$ cat src/rtl/spr_defs.vh
// Register offsets, field positions, reset values and timing counts of the service port router
`ifndef SPR_DEFS_VH
`define SPR_DEFS_VH
// Register byte offsets
`define SPR_OFF_PROV      4'h0
`define SPR_OFF_ROUTE     4'h4
`define SPR_OFF_STATUS    4'h8
`define SPR_OFF_ADDR      4'hc
// Provisioning register fields
`define SPR_PROV_ENABLE   0
`define SPR_PROV_MASTER   1
`define SPR_PROV_OUTCLK   2
`define SPR_PROV_REPEAT   3
`define SPR_PROV_CLKOUTEN 4
`define SPR_PROV_TERM     5
`define SPR_PROV_DISPLAYS 6
`define SPR_PROV_TELESEL  7
`define SPR_PROV_POLL     8
`define SPR_PROV_WIDTH    9
`define SPR_PROV_RESET    9'h000
// Route register fields
`define SPR_RT_P3SEL_LO   0
`define SPR_RT_P3SEL_HI   1
`define SPR_RT_P4WEST     2
`define SPR_RT_P3RXIN     3
`define SPR_RT_WIDTH      4
`define SPR_RT_RESET      4'h0
// Port 3 receive clock selection codes
`define SPR_P3_RETURN     2'h0
`define SPR_P3_RECEIVE    2'h1
`define SPR_P3_EAST       2'h2
// Monitor address
`define SPR_ADDR_WIDTH    8
`define SPR_ADDR_RESET    8'h00
`define SPR_ADDR_INVALID  8'h00
// Output clock rate and system clock
`define SPR_CLK_HZ        40000000
`define SPR_OUT_BPS       64000
`define SPR_HALF_DIV      ((`SPR_CLK_HZ / `SPR_OUT_BPS) / 2)
`define SPR_DIV_WIDTH     9
// Clock activity detector: window of cycles without an edge
`define SPR_DET_NS        20000
`define SPR_DET_CYC       ((`SPR_DET_NS * 40) / 1000)
`define SPR_DET_WIDTH     10
// Quiet cycles with drivers off while routing changes
`define SPR_QUIET_CYC     4'h8
`define SPR_QUIET_WIDTH   4
// Bus response codes
`define SPR_RESP_OKAY     2'h0
`define SPR_RESP_SLVERR   2'h2
`endif

$ cat src/rtl/spr_router.v
// Service port clock and data router with AXI4-Lite provisioning registers
//
// Behaviour
// RL1 - Provisioned monitor service enables four ports: two synchronous, two asynchronous.
// RL2 - Master setting drives async port clocks; modem setting disables them, modem supplies.
// RL3 - Input-clock disables sync port clocks; output-clock drives 64 kb/s and enables them.
// RL4 - Port 1 receive data out on east clock; transmit data in on west clock.
// RL5 - Terminal: position 1, east clock in, return clock out to connector.
// RL6 - Repeater: position 2, west clock in, east clock out toward west muldem.
// RL7 - Port 3 transmit uses return clock, answered to receive clock enabled by receive enable.
// RL8 - Port 3 receive clock selectable: return, receive or east clock.
// RL9 - Detected return clock routes through position 3 to processor.
// RL10 - Receive clock as input enables transmit driver; detected transmit clock via position 1.
// RL11 - Detected east clock on port 3 routes through position 2.
// RL12 - Only one async connector and one sync connector used at a time.
// RL13 - Port 4 receive on east clock, transmit on east or west; switch sets transceivers.
// RL14 - East selected: position 1 to processor and sync drivers; output clock if enabled.
// RL15 - West selected: position 2 to processor and both sync transmit drivers.
// RL16 - Termination relay driven from provisioned control, default off.
// RL17 - Daisy chain: only end controller terminated.
// RL18 - Displays enable telemetry drivers; provisioning selects telemetry or station alarms.
// RL19 - Telemetry termination permanently off.
// RL20 - Answer polls only with valid address and respond-to-poll on.
// RL21 - Muldem streams supply east and west clocks and data.
// RL22 - Settings in writable storage; changes applied with drivers quiet first. Termination relay and telemetry outputs follow writes with no quiet gap.
//
// Decided for this implementation: the address map and the AXI4-Lite slave port.
`timescale 1ns/1ps
`include "spr_defs.vh"
module spr_router
(
	input  wire        aclk,
	input  wire        aresetn,
	// AXI4-Lite slave
	input  wire [3:0]  s_axi_awaddr,
	input  wire        s_axi_awvalid,
	output reg         s_axi_awready,
	input  wire [31:0] s_axi_wdata,
	input  wire [3:0]  s_axi_wstrb,
	input  wire        s_axi_wvalid,
	output reg         s_axi_wready,
	output reg  [1:0]  s_axi_bresp,
	output reg         s_axi_bvalid,
	input  wire        s_axi_bready,
	input  wire [3:0]  s_axi_araddr,
	input  wire        s_axi_arvalid,
	output reg         s_axi_arready,
	output reg  [31:0] s_axi_rdata,
	output reg  [1:0]  s_axi_rresp,
	output reg         s_axi_rvalid,
	input  wire        s_axi_rready,
	// Muldem clocks and data
	input  wire        east_clock,
	input  wire        west_clock,
	input  wire        east_rx_stream,
	input  wire        west_rx_stream,
	output reg         east_tx_stream,
	output reg         west_tx_stream,
	// Processor serial channels, clocks toward processor
	output reg  [3:0]  cpu_tx_clock,
	output reg  [3:0]  cpu_rx_clock,
	output reg  [3:0]  cpu_tx_stream,
	input  wire [3:0]  cpu_rx_stream,
	output reg  [3:0]  port_enable,
	// Async connector a (port 2)
	input  wire        async_a_tx_stream,
	output reg         async_a_rx_stream,
	// Async connector b (port 3)
	input  wire        return_clock,
	input  wire        async_b_tx_stream,
	output reg         async_b_rx_stream,
	input  wire        receive_clock_in,
	output reg         receive_clock_out,
	output reg         receive_driver_enable,
	input  wire        transmit_clock_in,
	output reg         transmit_clock_out,
	output reg         transmit_driver_enable,
	output reg         direction_select,
	output reg         async_output_clock,
	output reg         async_output_clock_oe,
	// Sync connectors a and b (port 4)
	input  wire        sync_tx_stream,
	output reg         sync_rx_stream,
	output reg         sync_transmit_clock,
	output reg         sync_transmit_clock_oe,
	output reg         sync_receive_clock,
	output reg         sync_receive_clock_oe,
	output reg         sync_output_clock,
	output reg         sync_output_clock_oe,
	// Termination, telemetry and poll gate
	output reg         termination_relay_drive,
	output reg         telemetry_driver_enable,
	output reg         telemetry_select,
	output reg         telemetry_termination,
	output reg         poll_response_enable
);
	////////////////////////////////////////////////////////////////////////////////
	// Synchronised link inputs and clock detectors
	wire [6:0] raw_in;
	wire [6:0] syn;
	wire [6:0] det;
	wire       div_clk;

	assign raw_in = {transmit_clock_in, receive_clock_in, return_clock,
		west_clock, east_clock, 1'b0, 1'b0};

	// Clock pins are sampled by aclk; data rides on the same delay
	genvar gi;
	generate
		for (gi = 2; gi < 7; gi = gi + 1)
		begin : g_sync
			spr_sync u_sync
			(
				.aclk    (aclk),
				.aresetn (aresetn),
				.din     (raw_in[gi]),
				.dout    (syn[gi]),
				.active  (det[gi])
			);
		end
	endgenerate
	assign syn[1:0] = 2'b00;
	assign det[1:0] = 2'b00;

	wire e_clk  = syn[2];
	wire w_clk  = syn[3];
	wire rt_clk = syn[4];
	wire rx_clk = syn[5];
	wire tx_clk = syn[6];

	// Data pins need two flops too
	reg [5:0] d_meta_q;
	reg [5:0] d_q;
	always @(posedge aclk)
	begin
		if (!aresetn)
		begin
			d_meta_q <= 6'h00;
			d_q      <= 6'h00;
		end
		else
		begin
			d_meta_q <= {sync_tx_stream, async_b_tx_stream, async_a_tx_stream,
				west_rx_stream, east_rx_stream, 1'b0};
			d_q      <= d_meta_q;
		end
	end

	spr_clkdiv u_div
	(
		.aclk    (aclk),
		.aresetn (aresetn),
		.clk_out (div_clk)
	);

	////////////////////////////////////////////////////////////////////////////////
	// Provisioning storage and AXI4-Lite slave
	reg [`SPR_PROV_WIDTH-1:0] prov_q;
	reg [`SPR_RT_WIDTH-1:0]   route_q;
	reg [`SPR_ADDR_WIDTH-1:0] addr_q;
	reg [3:0]                 aw_q;
	reg                       aw_have_q;
	reg [31:0]                w_q;
	reg [3:0]                 ws_q;
	reg                       w_have_q;
	reg [`SPR_QUIET_WIDTH-1:0] quiet_q;
	wire                      do_wr = aw_have_q && w_have_q && !s_axi_bvalid;
	wire [3:0]                wa = {aw_q[3:2], 2'b00};
	wire                      map_ok = (wa == `SPR_OFF_PROV) || (wa == `SPR_OFF_ROUTE)
		|| (wa == `SPR_OFF_ADDR);

	// Address and data accepted in either order, response after both
	always @(posedge aclk)
	begin
		if (!aresetn)
		begin
			s_axi_awready <= 1'b1;
			s_axi_wready  <= 1'b1;
			s_axi_bvalid  <= 1'b0;
			s_axi_bresp   <= `SPR_RESP_OKAY;
			aw_q          <= 4'h0;
			aw_have_q     <= 1'b0;
			w_q           <= 32'h0000_0000;
			ws_q          <= 4'h0;
			w_have_q      <= 1'b0;
			prov_q        <= `SPR_PROV_RESET;
			route_q       <= `SPR_RT_RESET;
			addr_q        <= `SPR_ADDR_RESET;
			quiet_q       <= {`SPR_QUIET_WIDTH{1'b0}};
		end
		else
		begin
			if (quiet_q != {`SPR_QUIET_WIDTH{1'b0}})
				quiet_q <= quiet_q - 1'b1;
			if (s_axi_awvalid && s_axi_awready)
			begin
				aw_q          <= s_axi_awaddr;
				aw_have_q     <= 1'b1;
				s_axi_awready <= 1'b0;
			end
			if (s_axi_wvalid && s_axi_wready)
			begin
				w_q          <= s_axi_wdata;
				ws_q         <= s_axi_wstrb;
				w_have_q     <= 1'b1;
				s_axi_wready <= 1'b0;
			end
			if (do_wr)
			begin
				aw_have_q    <= 1'b0;
				w_have_q     <= 1'b0;
				s_axi_bvalid <= 1'b1;
				s_axi_bresp  <= map_ok ? `SPR_RESP_OKAY : `SPR_RESP_SLVERR;
				// Settings held here; provisioning and route changes force a quiet gap
				if (wa == `SPR_OFF_PROV) // RL22
				begin
					if (ws_q[0])
						prov_q[7:0] <= w_q[7:0];
					if (ws_q[1])
						prov_q[8] <= w_q[8];
					quiet_q <= `SPR_QUIET_CYC;
				end
				if (wa == `SPR_OFF_ROUTE && ws_q[0])
				begin
					route_q <= w_q[`SPR_RT_WIDTH-1:0];
					quiet_q <= `SPR_QUIET_CYC;
				end
				if (wa == `SPR_OFF_ADDR && ws_q[0])
					addr_q <= w_q[`SPR_ADDR_WIDTH-1:0];
			end
			if (s_axi_bvalid && s_axi_bready)
			begin
				s_axi_bvalid  <= 1'b0;
				s_axi_awready <= 1'b1;
				s_axi_wready  <= 1'b1;
			end
		end
	end

	// Read path, one cycle after the address
	always @(posedge aclk)
	begin
		if (!aresetn)
		begin
			s_axi_arready <= 1'b1;
			s_axi_rvalid  <= 1'b0;
			s_axi_rdata   <= 32'h0000_0000;
			s_axi_rresp   <= `SPR_RESP_OKAY;
		end
		else if (s_axi_arvalid && s_axi_arready)
		begin
			s_axi_arready <= 1'b0;
			s_axi_rvalid  <= 1'b1;
			s_axi_rresp   <= `SPR_RESP_OKAY;
			case ({s_axi_araddr[3:2], 2'b00})
				`SPR_OFF_PROV:   s_axi_rdata <= {23'h0, prov_q};
				`SPR_OFF_ROUTE:  s_axi_rdata <= {28'h0, route_q};
				`SPR_OFF_STATUS: s_axi_rdata <= {26'h0, quiet_q != 4'h0, det[6:2]};
				`SPR_OFF_ADDR:   s_axi_rdata <= {24'h0, addr_q};
				default:
				begin
					s_axi_rdata <= 32'h0000_0000;
					s_axi_rresp <= `SPR_RESP_SLVERR;
				end
			endcase
		end
		else if (s_axi_rvalid && s_axi_rready)
		begin
			s_axi_rvalid  <= 1'b0;
			s_axi_arready <= 1'b1;
		end
	end

	////////////////////////////////////////////////////////////////////////////////
	// Routing, driver enables and clock selection
	wire       en     = prov_q[`SPR_PROV_ENABLE] && (quiet_q == 4'h0);
	wire       master = prov_q[`SPR_PROV_MASTER];
	wire       outclk = prov_q[`SPR_PROV_OUTCLK];
	wire       rep    = prov_q[`SPR_PROV_REPEAT];
	wire [1:0] p3sel  = route_q[`SPR_RT_P3SEL_HI:`SPR_RT_P3SEL_LO];
	wire       p4west = route_q[`SPR_RT_P4WEST];
	wire       p3rxin = route_q[`SPR_RT_P3RXIN];
	reg        p3_rx_sel;
	reg        p3_tx_sel;

	// Port 3 receive clock: return, receive or detected transmit, or east clock; transmit clock is always return
	always @*
	begin
		p3_rx_sel = rt_clk; // RL8
		p3_tx_sel = rt_clk; // RL7
		case (p3sel)
			`SPR_P3_RETURN:  p3_rx_sel = det[4] ? rt_clk : 1'b0; // RL9
			`SPR_P3_RECEIVE: p3_rx_sel = (p3rxin && det[6]) ? tx_clk : rx_clk; // RL10
			`SPR_P3_EAST:    p3_rx_sel = det[2] ? e_clk : 1'b0; // RL11
			default:         p3_rx_sel = 1'b0;
		endcase
	end

	// All outputs registered; quiet gap blanks every clock driver
	always @(posedge aclk)
	begin
		if (!aresetn)
		begin
			east_tx_stream          <= 1'b0;
			west_tx_stream          <= 1'b0;
			cpu_tx_clock            <= 4'h0;
			cpu_rx_clock            <= 4'h0;
			cpu_tx_stream           <= 4'h0;
			port_enable             <= 4'h0;
			async_a_rx_stream       <= 1'b0;
			async_b_rx_stream       <= 1'b0;
			receive_clock_out       <= 1'b0;
			receive_driver_enable   <= 1'b0;
			transmit_clock_out      <= 1'b0;
			transmit_driver_enable  <= 1'b0;
			direction_select        <= 1'b0;
			async_output_clock      <= 1'b0;
			async_output_clock_oe   <= 1'b0;
			sync_rx_stream          <= 1'b0;
			sync_transmit_clock     <= 1'b0;
			sync_transmit_clock_oe  <= 1'b0;
			sync_receive_clock      <= 1'b0;
			sync_receive_clock_oe   <= 1'b0;
			sync_output_clock       <= 1'b0;
			sync_output_clock_oe    <= 1'b0;
			termination_relay_drive <= 1'b0;
			telemetry_driver_enable <= 1'b0;
			telemetry_select        <= 1'b0;
			telemetry_termination   <= 1'b0;
			poll_response_enable    <= 1'b0;
		end
		else
		begin
			port_enable <= {4{en}}; // RL1
			// Port 1: east clock out, west clock in
			cpu_rx_clock[0]  <= en & e_clk; // RL4
			cpu_tx_clock[0]  <= en & w_clk; // RL4
			east_tx_stream   <= en & cpu_rx_stream[0]; // RL4
			cpu_tx_stream[0] <= en & d_q[2]; // RL21
			// Port 2: terminal position 1 or repeater position 2
			cpu_tx_clock[1]  <= en & (rep ? w_clk : e_clk); // RL5 RL6
			cpu_rx_clock[1]  <= en & (rep ? e_clk : rt_clk); // RL5 RL6
			cpu_tx_stream[1] <= en & (rep ? d_q[2] : d_q[3]); // RL5 RL6
			west_tx_stream   <= en & rep & cpu_rx_stream[1]; // RL6
			async_a_rx_stream <= en & ~rep & cpu_rx_stream[1]; // RL5
			// Port 3
			cpu_tx_clock[2]   <= en & p3_tx_sel; // RL7
			cpu_rx_clock[2]   <= en & p3_rx_sel; // RL8
			cpu_tx_stream[2]  <= en & d_q[4];
			async_b_rx_stream <= en & cpu_rx_stream[2];
			direction_select  <= p3rxin;
			receive_driver_enable  <= en & master & ~p3rxin; // RL2 RL7
			transmit_driver_enable <= en & master & p3rxin; // RL2 RL10
			receive_clock_out      <= en & master & ~p3rxin & div_clk; // RL7
			transmit_clock_out     <= en & master & p3rxin & div_clk; // RL10
			async_output_clock_oe  <= en & master; // RL2
			async_output_clock     <= en & master & div_clk; // RL2
			// Port 4: east in position 1 or west in position 2
			cpu_rx_clock[3]  <= en & e_clk; // RL13
			cpu_tx_clock[3]  <= en & (p4west ? w_clk : e_clk); // RL13 RL14 RL15
			cpu_tx_stream[3] <= en & d_q[5];
			sync_rx_stream   <= en & cpu_rx_stream[3];
			sync_transmit_clock_oe <= en & outclk; // RL3 RL13
			sync_transmit_clock    <= en & outclk & (p4west ? w_clk : e_clk); // RL14 RL15
			sync_receive_clock_oe  <= en & outclk & ~p4west; // RL3 RL14
			sync_receive_clock     <= en & outclk & ~p4west & e_clk; // RL14
			sync_output_clock_oe   <= en & outclk; // RL3
			// East clock when enabled, else local 64 kb/s divider
			sync_output_clock <= en & outclk & (prov_q[`SPR_PROV_CLKOUTEN] ? e_clk : div_clk); // RL3 RL14
			// Termination and telemetry
			termination_relay_drive <= prov_q[`SPR_PROV_TERM]; // RL16
			telemetry_driver_enable <= prov_q[`SPR_PROV_DISPLAYS]; // RL18
			telemetry_select        <= prov_q[`SPR_PROV_TELESEL]; // RL18
			telemetry_termination   <= 1'b0; // RL19
			poll_response_enable    <= en & prov_q[`SPR_PROV_POLL]
				& (addr_q != `SPR_ADDR_INVALID); // RL20
		end
	end
endmodule

$ cat src/rtl/spr_sync.v
// Two-flop synchroniser with edge-qualified activity detector
`timescale 1ns/1ps
`include "spr_defs.vh"
module spr_sync
(
	input  wire aclk,
	input  wire aresetn,
	input  wire din,
	output reg  dout,
	output reg  active
);
	reg                       meta_q;
	reg                       last_q;
	reg  [`SPR_DET_WIDTH-1:0] idle_q;

	// First flop feeds only the second
	always @(posedge aclk)
	begin
		if (!aresetn)
		begin
			meta_q <= 1'b0;
			dout   <= 1'b0;
		end
		else
		begin
			meta_q <= din;
			dout   <= meta_q;
		end
	end

	// Clock counts as detected while edges keep coming within the window
	always @(posedge aclk)
	begin
		if (!aresetn)
		begin
			last_q <= 1'b0;
			idle_q <= {`SPR_DET_WIDTH{1'b0}};
			active <= 1'b0;
		end
		else
		begin
			last_q <= dout;
			if (dout != last_q)
			begin
				idle_q <= {`SPR_DET_WIDTH{1'b0}};
				active <= 1'b1;
			end
			else if (idle_q == `SPR_DET_CYC)
				active <= 1'b0;
			else
				idle_q <= idle_q + 1'b1;
		end
	end
endmodule

$ cat src/rtl/spr_clkdiv.v
// Free-running divider that makes the 64 kb/s output clock
`timescale 1ns/1ps
`include "spr_defs.vh"
module spr_clkdiv
(
	input  wire aclk,
	input  wire aresetn,
	output reg  clk_out
);
	reg [`SPR_DIV_WIDTH-1:0] cnt_q;

	// Toggle every half period; rate is exact only to the cycle
	always @(posedge aclk)
	begin
		if (!aresetn)
		begin
			cnt_q   <= {`SPR_DIV_WIDTH{1'b0}};
			clk_out <= 1'b0;
		end
		else if (cnt_q == `SPR_HALF_DIV - 1)
		begin
			cnt_q   <= {`SPR_DIV_WIDTH{1'b0}};
			clk_out <= ~clk_out;
		end
		else
			cnt_q <= cnt_q + 1'b1;
	end
endmodule

$ cat config.mk
export PLATFORM = sky130hd
export DESIGN_NAME = spr_router
export DESIGN_NICKNAME = d
export VERILOG_FILES = /design/src/rtl/spr_router.v /design/src/rtl/spr_sync.v /design/src/rtl/spr_clkdiv.v
export VERILOG_INCLUDE_DIRS = /design/src /design/src/rtl
export SDC_FILE = /design/constraint.sdc
export NUM_CORES = 1
export LEC_CHECK = 0
export BUFFER_PORTS_ARGS = -buffer_cell sky130_fd_sc_hd__buf_2
export CAP_MARGIN = 20
export CORE_UTILIZATION = 41
export CTS_BUF_LIST = sky130_fd_sc_hd__clkbuf_8
export CTS_CLUSTER_DIAMETER = 50
export CTS_CLUSTER_SIZE = 28
export DETAILED_ROUTE_END_ITERATION = 8
export PLACE_DENSITY_LB_ADDON = 0.05
export SETUP_SLACK_MARGIN = 0.4
export SLEW_MARGIN = 5
export SYNTH_ARGS = -nofsm -noshare
export SYNTH_HDL_FRONTEND = slang
export SYNTH_SLANG_ARGS = --single-unit
$ cat constraint.sdc
create_clock -name aclk -period 1.76 [get_ports aclk]
set_clock_uncertainty 0.1 [all_clocks]
set_input_delay 0.352 -clock aclk [delete_from_list [all_inputs] [get_ports aclk]]
set_output_delay 0.352 -clock aclk [all_outputs]
set_load 0.02 [all_outputs]
==> results of run 1 <==
metal layers:
layer / GRT usage [%] / share of wire, %
met1: 24.2 / 44
met4: 5.30 / 0.94
met5: 0 / 0
met2: 34.0 / 52
met3: 5.25 / 3.4
final timing paths:
check	start	cells after the start	slack, ns	to
min reg2reg	g_sync[2].u_sync.meta_q	1	0.34	g_sync[2].u_sync.dout
min	s_axi_wdata[8]	3	0.04	w_q[8]
max reg2reg	s_axi_bvalid	5	0.27	prov_q[6]
max	s_axi_bvalid	5	0.27	prov_q[6]
metrics by stage:
stage          power (uW)  area [sq um]  util [%]  setup slack (ns)
2_1_floorplan        4970          7380         -             0.334
3_3_place_gp         5180          7870      46.9            0.0296
3_5_place_dp         5210          7870      46.9            0.0383
4_1_cts              8380          9490      56.6             0.276
5_1_grt              9070         10200      60.7             0.190
6_report             8640         10200      60.7             0.266
logic make-up (layout without fill, tap and decap cells):
| group | after synthesis | count (layout) |
|---|---|---|
| buffers and inverters | 89 | 249 |
| other | 1 | 27 |
| AND/OR/NAND/NOR | 314 | 315 |
| adder cells (fa/ha/maj) | 12 | 12 |
| AO/OA/AOI/OAI | 130 | 130 |
| flip-flops | 176 | 176 |
| multiplexers | 34 | 34 |
| XOR/XNOR | 19 | 19 |
critical path, cell delays in order (launching register included):
cell      delay, ns
dfxtp_2        0.34
nand3b_1       0.18
buf_6          0.15
nor4b_4        0.21
buf_6          0.20
mux2i_2        0.23
repair_timing:
action | CTS | global route
gates resized for setup | 247 | 130
hold endpoints to repair | 21 | 0
pin swaps | 27 | 55
buffers inserted | 39 | 24
hold buffers | 21 | 0
endpoints found under the setup margin | 142 | 161
gates cloned | 0 | 2
flip-flops by register name (all words and copies together) (netlist names), 2 cells and up:
signal                cells
addr_q                    8
cpu_rx_clock              3
u_div.cnt_q               9
s_axi_rdata               9
prov_q                    9
g_sync.u_sync.dout        5
aw_q                      2
g_sync.u_sync.last_q      5
g_sync.u_sync.active      5
cpu_tx_stream             4
d_q                       4
route_q                   4
g_sync.u_sync.meta_q      5
g_sync.u_sync.idle_q     50
ws_q                      2
cpu_tx_clock              4
w_q                       9
quiet_q                   4
d_meta_q                  4
cell usage after synthesis (2+ instances only):
master / instances / area, sq um
nor4b_1: 5 / 43.8
nand2b_1: 6 / 37.5
nor2_1: 31 / 116
buf_4: 34 / 255
o31ai_1: 14 / 105
nor2b_1: 3 / 18.8
mux4_2: 4 / 90.1
a221oi_1: 2 / 17.5
nand4_1: 2 / 12.5
ha_1: 12 / 150
clkbuf_1: 22 / 82.6
xnor2_1: 6 / 52.6
nor3_1: 8 / 40.0
and3_1: 14 / 87.6
and4_1: 3 / 26.3
dfxtp_1: 176 / 3520
nand2_1: 93 / 349
nor4_1: 2 / 12.5
mux2i_1: 30 / 300
nand4_2: 3 / 37.5
nor3b_1: 5 / 37.5
nand3_1: 59 / 295
a21oi_1: 63 / 315
buf_2: 7 / 35.0
o22ai_1: 10 / 62.6
nand4b_1: 6 / 52.6
o21ai_0: 31 / 155
a211oi_1: 3 / 22.5
or3_1: 19 / 119
xor2_1: 12 / 105
or4_1: 12 / 90.1
nand4bb_1: 2 / 22.5
and2_1: 29 / 181
inv_1: 25 / 93.8
nand3b_1: 6 / 45.0
final cells by class:
cell class,instances,area [sq um]
Tap cell,220,275
Timing Repair Buffer,191,1710
Sequential cell,176,3730
Multi-Input combinational cell,537,3950
Fill cell,1416,6590
Inverter,26,113
Clock buffer,18,248
Clock inverter,14,144
power by group:
group	switching, uW	internal [uW]	total, uW
logic	728	860	1590
registers	163	4100	4260
clock network	1580	1210	2790
==> qor.txt, run 1 <==
WP data required -> 2.04 ns
Die area -> 17,900 sq um
Number of global-route vias before repair -> 5,718
Leakage -> 0.00384 uW
Commonest cells after routing, fill and taps aside -> nand2_1 (89), dfxtp_1 (76), buf_6 (74)
Final hold vios -> 0
XOR/XNOR Fraction of Synth Area -> 2.44%
Die Height -> 134 um
Antenna cells -> 0
Final std cells w/o fill -> 1,182
DRC -> 0
Clk_lat worst skew -> 0.46 ns
Post-synth EDFFs -> 0
Max_cap viols -> 0
Setup TNS -> 0 ns
Global placement routability congestion -> 0.767
Syn-to-layout area delta -> 42.5%
Overflow after GRT -> 0
PD cells -> 850 nW/um^2
Post-synth ARST share -> 0%
Yosys reg bits -> 176
Max VDD drop -> 0.486 mV
DP HPWL -> 11.2 mm
DRT iter0 DRCs -> 276
Distinct cells, synth -> 51
Number of detailed-route iterations in the first pass -> 4
CTS sink count -> 176
Number of top-level pins -> 145
Wire length per cell -> 14.6 um
Post-Syn Area -> 7130 sq um
Simple-gate share of the synthesized area -> 23.7%
Max-slew violations -> 0
CTS buffer count -> 17
CORE AREA -> 16,800 sq um
Final hold slack -> 0.0401 ns
DIE WIDTH -> 134 um
Starting Density -> 42.6%
GRT Overall Usage -> 19.7%
Synth Instances -> 775
Critical setup path kind -> flip-flop to flip-flop
Max Clk Rate -> 669 MHz
Largest family of logic cells by synthesized area -> simple AND/OR/NAND/NOR gates
Post-synthesis adder-cell area fraction -> 2.10%
Most common cell after layout, fill and taps aside -> nand2_1
Clock transition at path regs -> 0.10 ns
Layout cells sized above 1 -> 43.2%
CTS tree -> yes
Clock buffer depth -> 2
Vias -> 5,984
Final #Nets -> 1,026
Seq/Total Area, Yosys -> 49.4%
Worst Hold Class -> primary input to flip-flop
Final setup fails -> 0
Port Buffers -> 87
Syn. warnings -> 0
Post-synthesis mux area share -> 5.47%
Critical Path Sink Type -> flip-flop
First-pass GRT wire length -> 28.1 mm
Core Rows -> 47
CTS H-tree lvls -> 4
CP arrival -> 1.77 ns
Outcome -> complete, no violations
Min Clock Period, post-route -> 1.49 ns
DP Cell Count -> 1,064
Root buf cell -> clkbuf_8
Initial antenna violation count -> 0
Largest net degree at the start of global routing -> 32
Top FF cell, synth -> dfxtp_1
Post-synthesis compound-gate area fraction -> 10.3%
Unrepaired setup endpoints after global routing -> true
Routed wire length -> 17.3 mm
Mapped Avg Cell Area -> 9.21 sq um
Worst Setup Start Kind -> flip-flop
Antenna viol nets, final -> 0
Via/cell ratio -> 5.06
Worst-path fanout max -> 8
Final worst-path cycle share -> 84.9%
(Power assumes the default switching activity.)
==> inputs of run 2 (changes only) <==
- clock period: 1.76 -> 1.2 ns (I/O delays scaled with it)
==> qor.txt, run 2 (same netlist as run 1, synthesis figures left out) <==
WP buf/inv -> 2 (unchanged)
Initial antenna violation count -> 0 (unchanged)
Beginning of the worst register-to-register path -> quiet_q[0] (was s_axi_bvalid)
Leakage -> 0.00448 uW (was 0.00384 uW)
Critical Path Sink Type -> flip-flop (unchanged)
Starting Density -> 42.6% (unchanged)
Overflow after GRT -> 0 (unchanged)
Max VDD drop -> 0.794 mV (was 0.486 mV)
Number of global-route vias before repair -> 6,530 (was 5,718)
Syn-to-layout area delta -> 62.8% (was 42.5%)
Min setup slack post-route -> -0.212 ns (was 0.266 ns)
Max-slew violations -> 0 (unchanged)
CTS sink count -> 176 (unchanged)
Final hold vios -> 4 (was 0)
Wire length per cell -> 15.1 um (was 14.6 um)
PD cells -> 1120 nW/um^2 (was 850 nW/um^2)
Root buf cell -> clkbuf_8 (unchanged)
Port Buffers -> 87 (unchanged)
Core Rows -> 47 (unchanged)
Number of detailed-route iterations in the first pass -> 5 (was 4)
Worst Setup Start Kind -> flip-flop (unchanged)
Layout Utilization -> 69.3% (was 60.7%)
Via/cell ratio -> 5.01 (was 5.06)
Critical setup path kind -> flip-flop to flip-flop (unchanged)
Unrepaired setup endpoints after global routing -> true (unchanged)
Clock buffer depth -> 2 (unchanged)
Clock transition at path regs -> 0.10 ns (about the same)
CTS hold repair buffers -> 28 (was 21)
CP arrival -> 1.71 ns (was 1.77 ns)
DRT iter0 DRCs -> 174 (was 276)
Layout cells sized above 1 -> 58.7% (was 43.2%)
Final setup fails -> 167 (was 0)
GRT Overall Usage -> 21.7% (was 19.7%)
Die area -> 17,900 sq um (unchanged)
Crit-path max cell delay -> 0.33 ns (was 0.34 ns)
CTS buffer count -> 17 (unchanged)
Max_cap viols -> 0 (unchanged)
DP HPWL -> 12.9 mm (was 11.2 mm)
Number of top-level pins -> 145 (unchanged)
CTS H-tree lvls -> 4 (unchanged)
Routed wire length -> 19.3 mm (was 17.3 mm)
Outcome -> finished, violations left (was complete, no violations)
Vias -> 6,409 (was 5,984)
Worst Hold Class -> primary input to flip-flop (unchanged)
Pwr Total -> 13,000 uW (was 8640 uW)
First-pass GRT wire length -> 31.0 mm (was 28.1 mm)
DIE WIDTH -> 134 um (unchanged)
Failing checks -> hold timing, setup timing
Cell chain of the critical path -> inv_2 -> ha_4 -> nor3b_4 -> buf_4 -> and3_4 -> and2_4 (was nand3b_1 -> buf_6 -> nor4b_4 -> buf_6 -> mux2i_2)
Antenna viol nets, final -> 0 (unchanged)
Critical path's slowest cell -> dfxtp_2 (unchanged)
Final hold slack -> -0.0658 ns (was 0.0401 ns)
WP data required -> 1.50 ns (was 2.04 ns)
Worst path top cell family by delay -> simple AND/OR/NAND/NOR gates (unchanged)
Largest net degree at the start of global routing -> 46 (was 32)
Die Height -> 134 um (unchanged)
Commonest cells after routing, fill and taps aside -> buf_4 (114), buf_6 (104), dfxtp_2 (72) (was nand2_1 (89), dfxtp_1 (76), buf_6 (74))
Most common cell after layout, fill and taps aside -> buf_4 (was nand2_1)
CP Launch Point -> quiet_q[0] (was s_axi_bvalid)
Max reg flops -> 50 (unchanged)
Most flop-heavy register -> g_sync.u_sync.idle_q (unchanged)
Hold_sp -> s_axi_bready (was s_axi_wdata[8])
Worst reg-to-reg path cell count -> 6 (was 5)
CTS tree -> yes (unchanged)
Antenna cells -> 0 (unchanged)
Global placement routability congestion -> 0.781 (was 0.767)
Clk_lat worst skew -> 0.46 ns (about the same)
DRC -> 0 (unchanged)
Min Clock Period, post-route -> 1.41 ns (was 1.49 ns)
CORE AREA -> 16,800 sq um (unchanged)
Final #Nets -> 1,122 (was 1,026)
Critical path depth -> 6 (was 5)
Hold depth -> 3 (unchanged)
Worst-path fanout max -> 4 (was 8)
Max Clk Rate -> 708 MHz (was 669 MHz)
Final worst-path cycle share -> 118% (was 84.9%)
run 2: cell types whose count changed in the layout (fill, tap and decap cells not counted), sizes merged:
cell | previous run | this run
buf | 170 | 257
dlygate4sd3 | 21 | 27
inv | 35 | 30
clkinv | 2 | 6
and2 | 29 | 31
bufinv | 1 | 3
clkinvlp | 2 | 1
dlymetal6s4s | 0 | 1
run 2: per-layer routing:
layer,GRT usage [%],wire (um)
met5,0,0
met4,6.88,350
met3,4.76,487
met2,39.9,10400
met1,24.7,8030
run 2: worst reg2reg max path, cell delays in order, from the launching register on:
cell and delay [ns]:
dfxtp_2 0.33, inv_2 0.07, ha_4 0.13, nor3b_4 0.25
buf_4 0.16, and3_4 0.18, and2_4 0.13
run 2: cell type report:
class	count	area [sq um]
Fill cell	1262	5140
Tap cell	220	275
Timing Repair Buffer	285	2590
Multi-Input combinational cell	539	4410
Clock inverter	14	180
Clock buffer	18	248
Inverter	26	125
Sequential cell	176	3780
run 2: worst paths after layout:
path,endpoint,slack (ns)
setup / recovery,transmit_driver_enable,-0.21
hold / removal,s_axi_wready,-0.07
setup reg to reg,transmit_driver_enable,-0.21
hold reg to reg,d_q[3],0.34
run 2: repair_timing:
| item | CTS | global route |
|---|---|---|
| gates cloned | 3 | 0 |
| setup endpoints to repair | 204 | 206 |
| endpoints found under the hold margin | 32 | 7 |
| pin swaps | 65 | 49 |
| buffers inserted | 23 | 21 |
| gates resized for setup | 256 | 142 |
run 2: power breakdown:
group          internal (uW)  total, uW  switching [uW]
logic                   1270       2370            1110
clock network           2160       4400            2240
registers               6000       6230             236
total                   9420      13000            3590
run 2: stage by stage:
| stage | area, sq um | setup WS [ns] | setup TNS [ns] | instances |
|---|---|---|---|---|
| detailed placement | 9270 | -0.203 | -12.68 | 1171 |
| global route | 11600 | -0.299 | -27.95 | 1278 |
| finish | 11600 | -0.212 | -17.00 | 1278 |
| CTS | 10900 | -0.218 | -19.17 | 1257 |
| floorplan | 8150 | -0.201 | -6.77 | 801 |
| global placement | 9270 | -0.181 | -9.79 | 1171 |
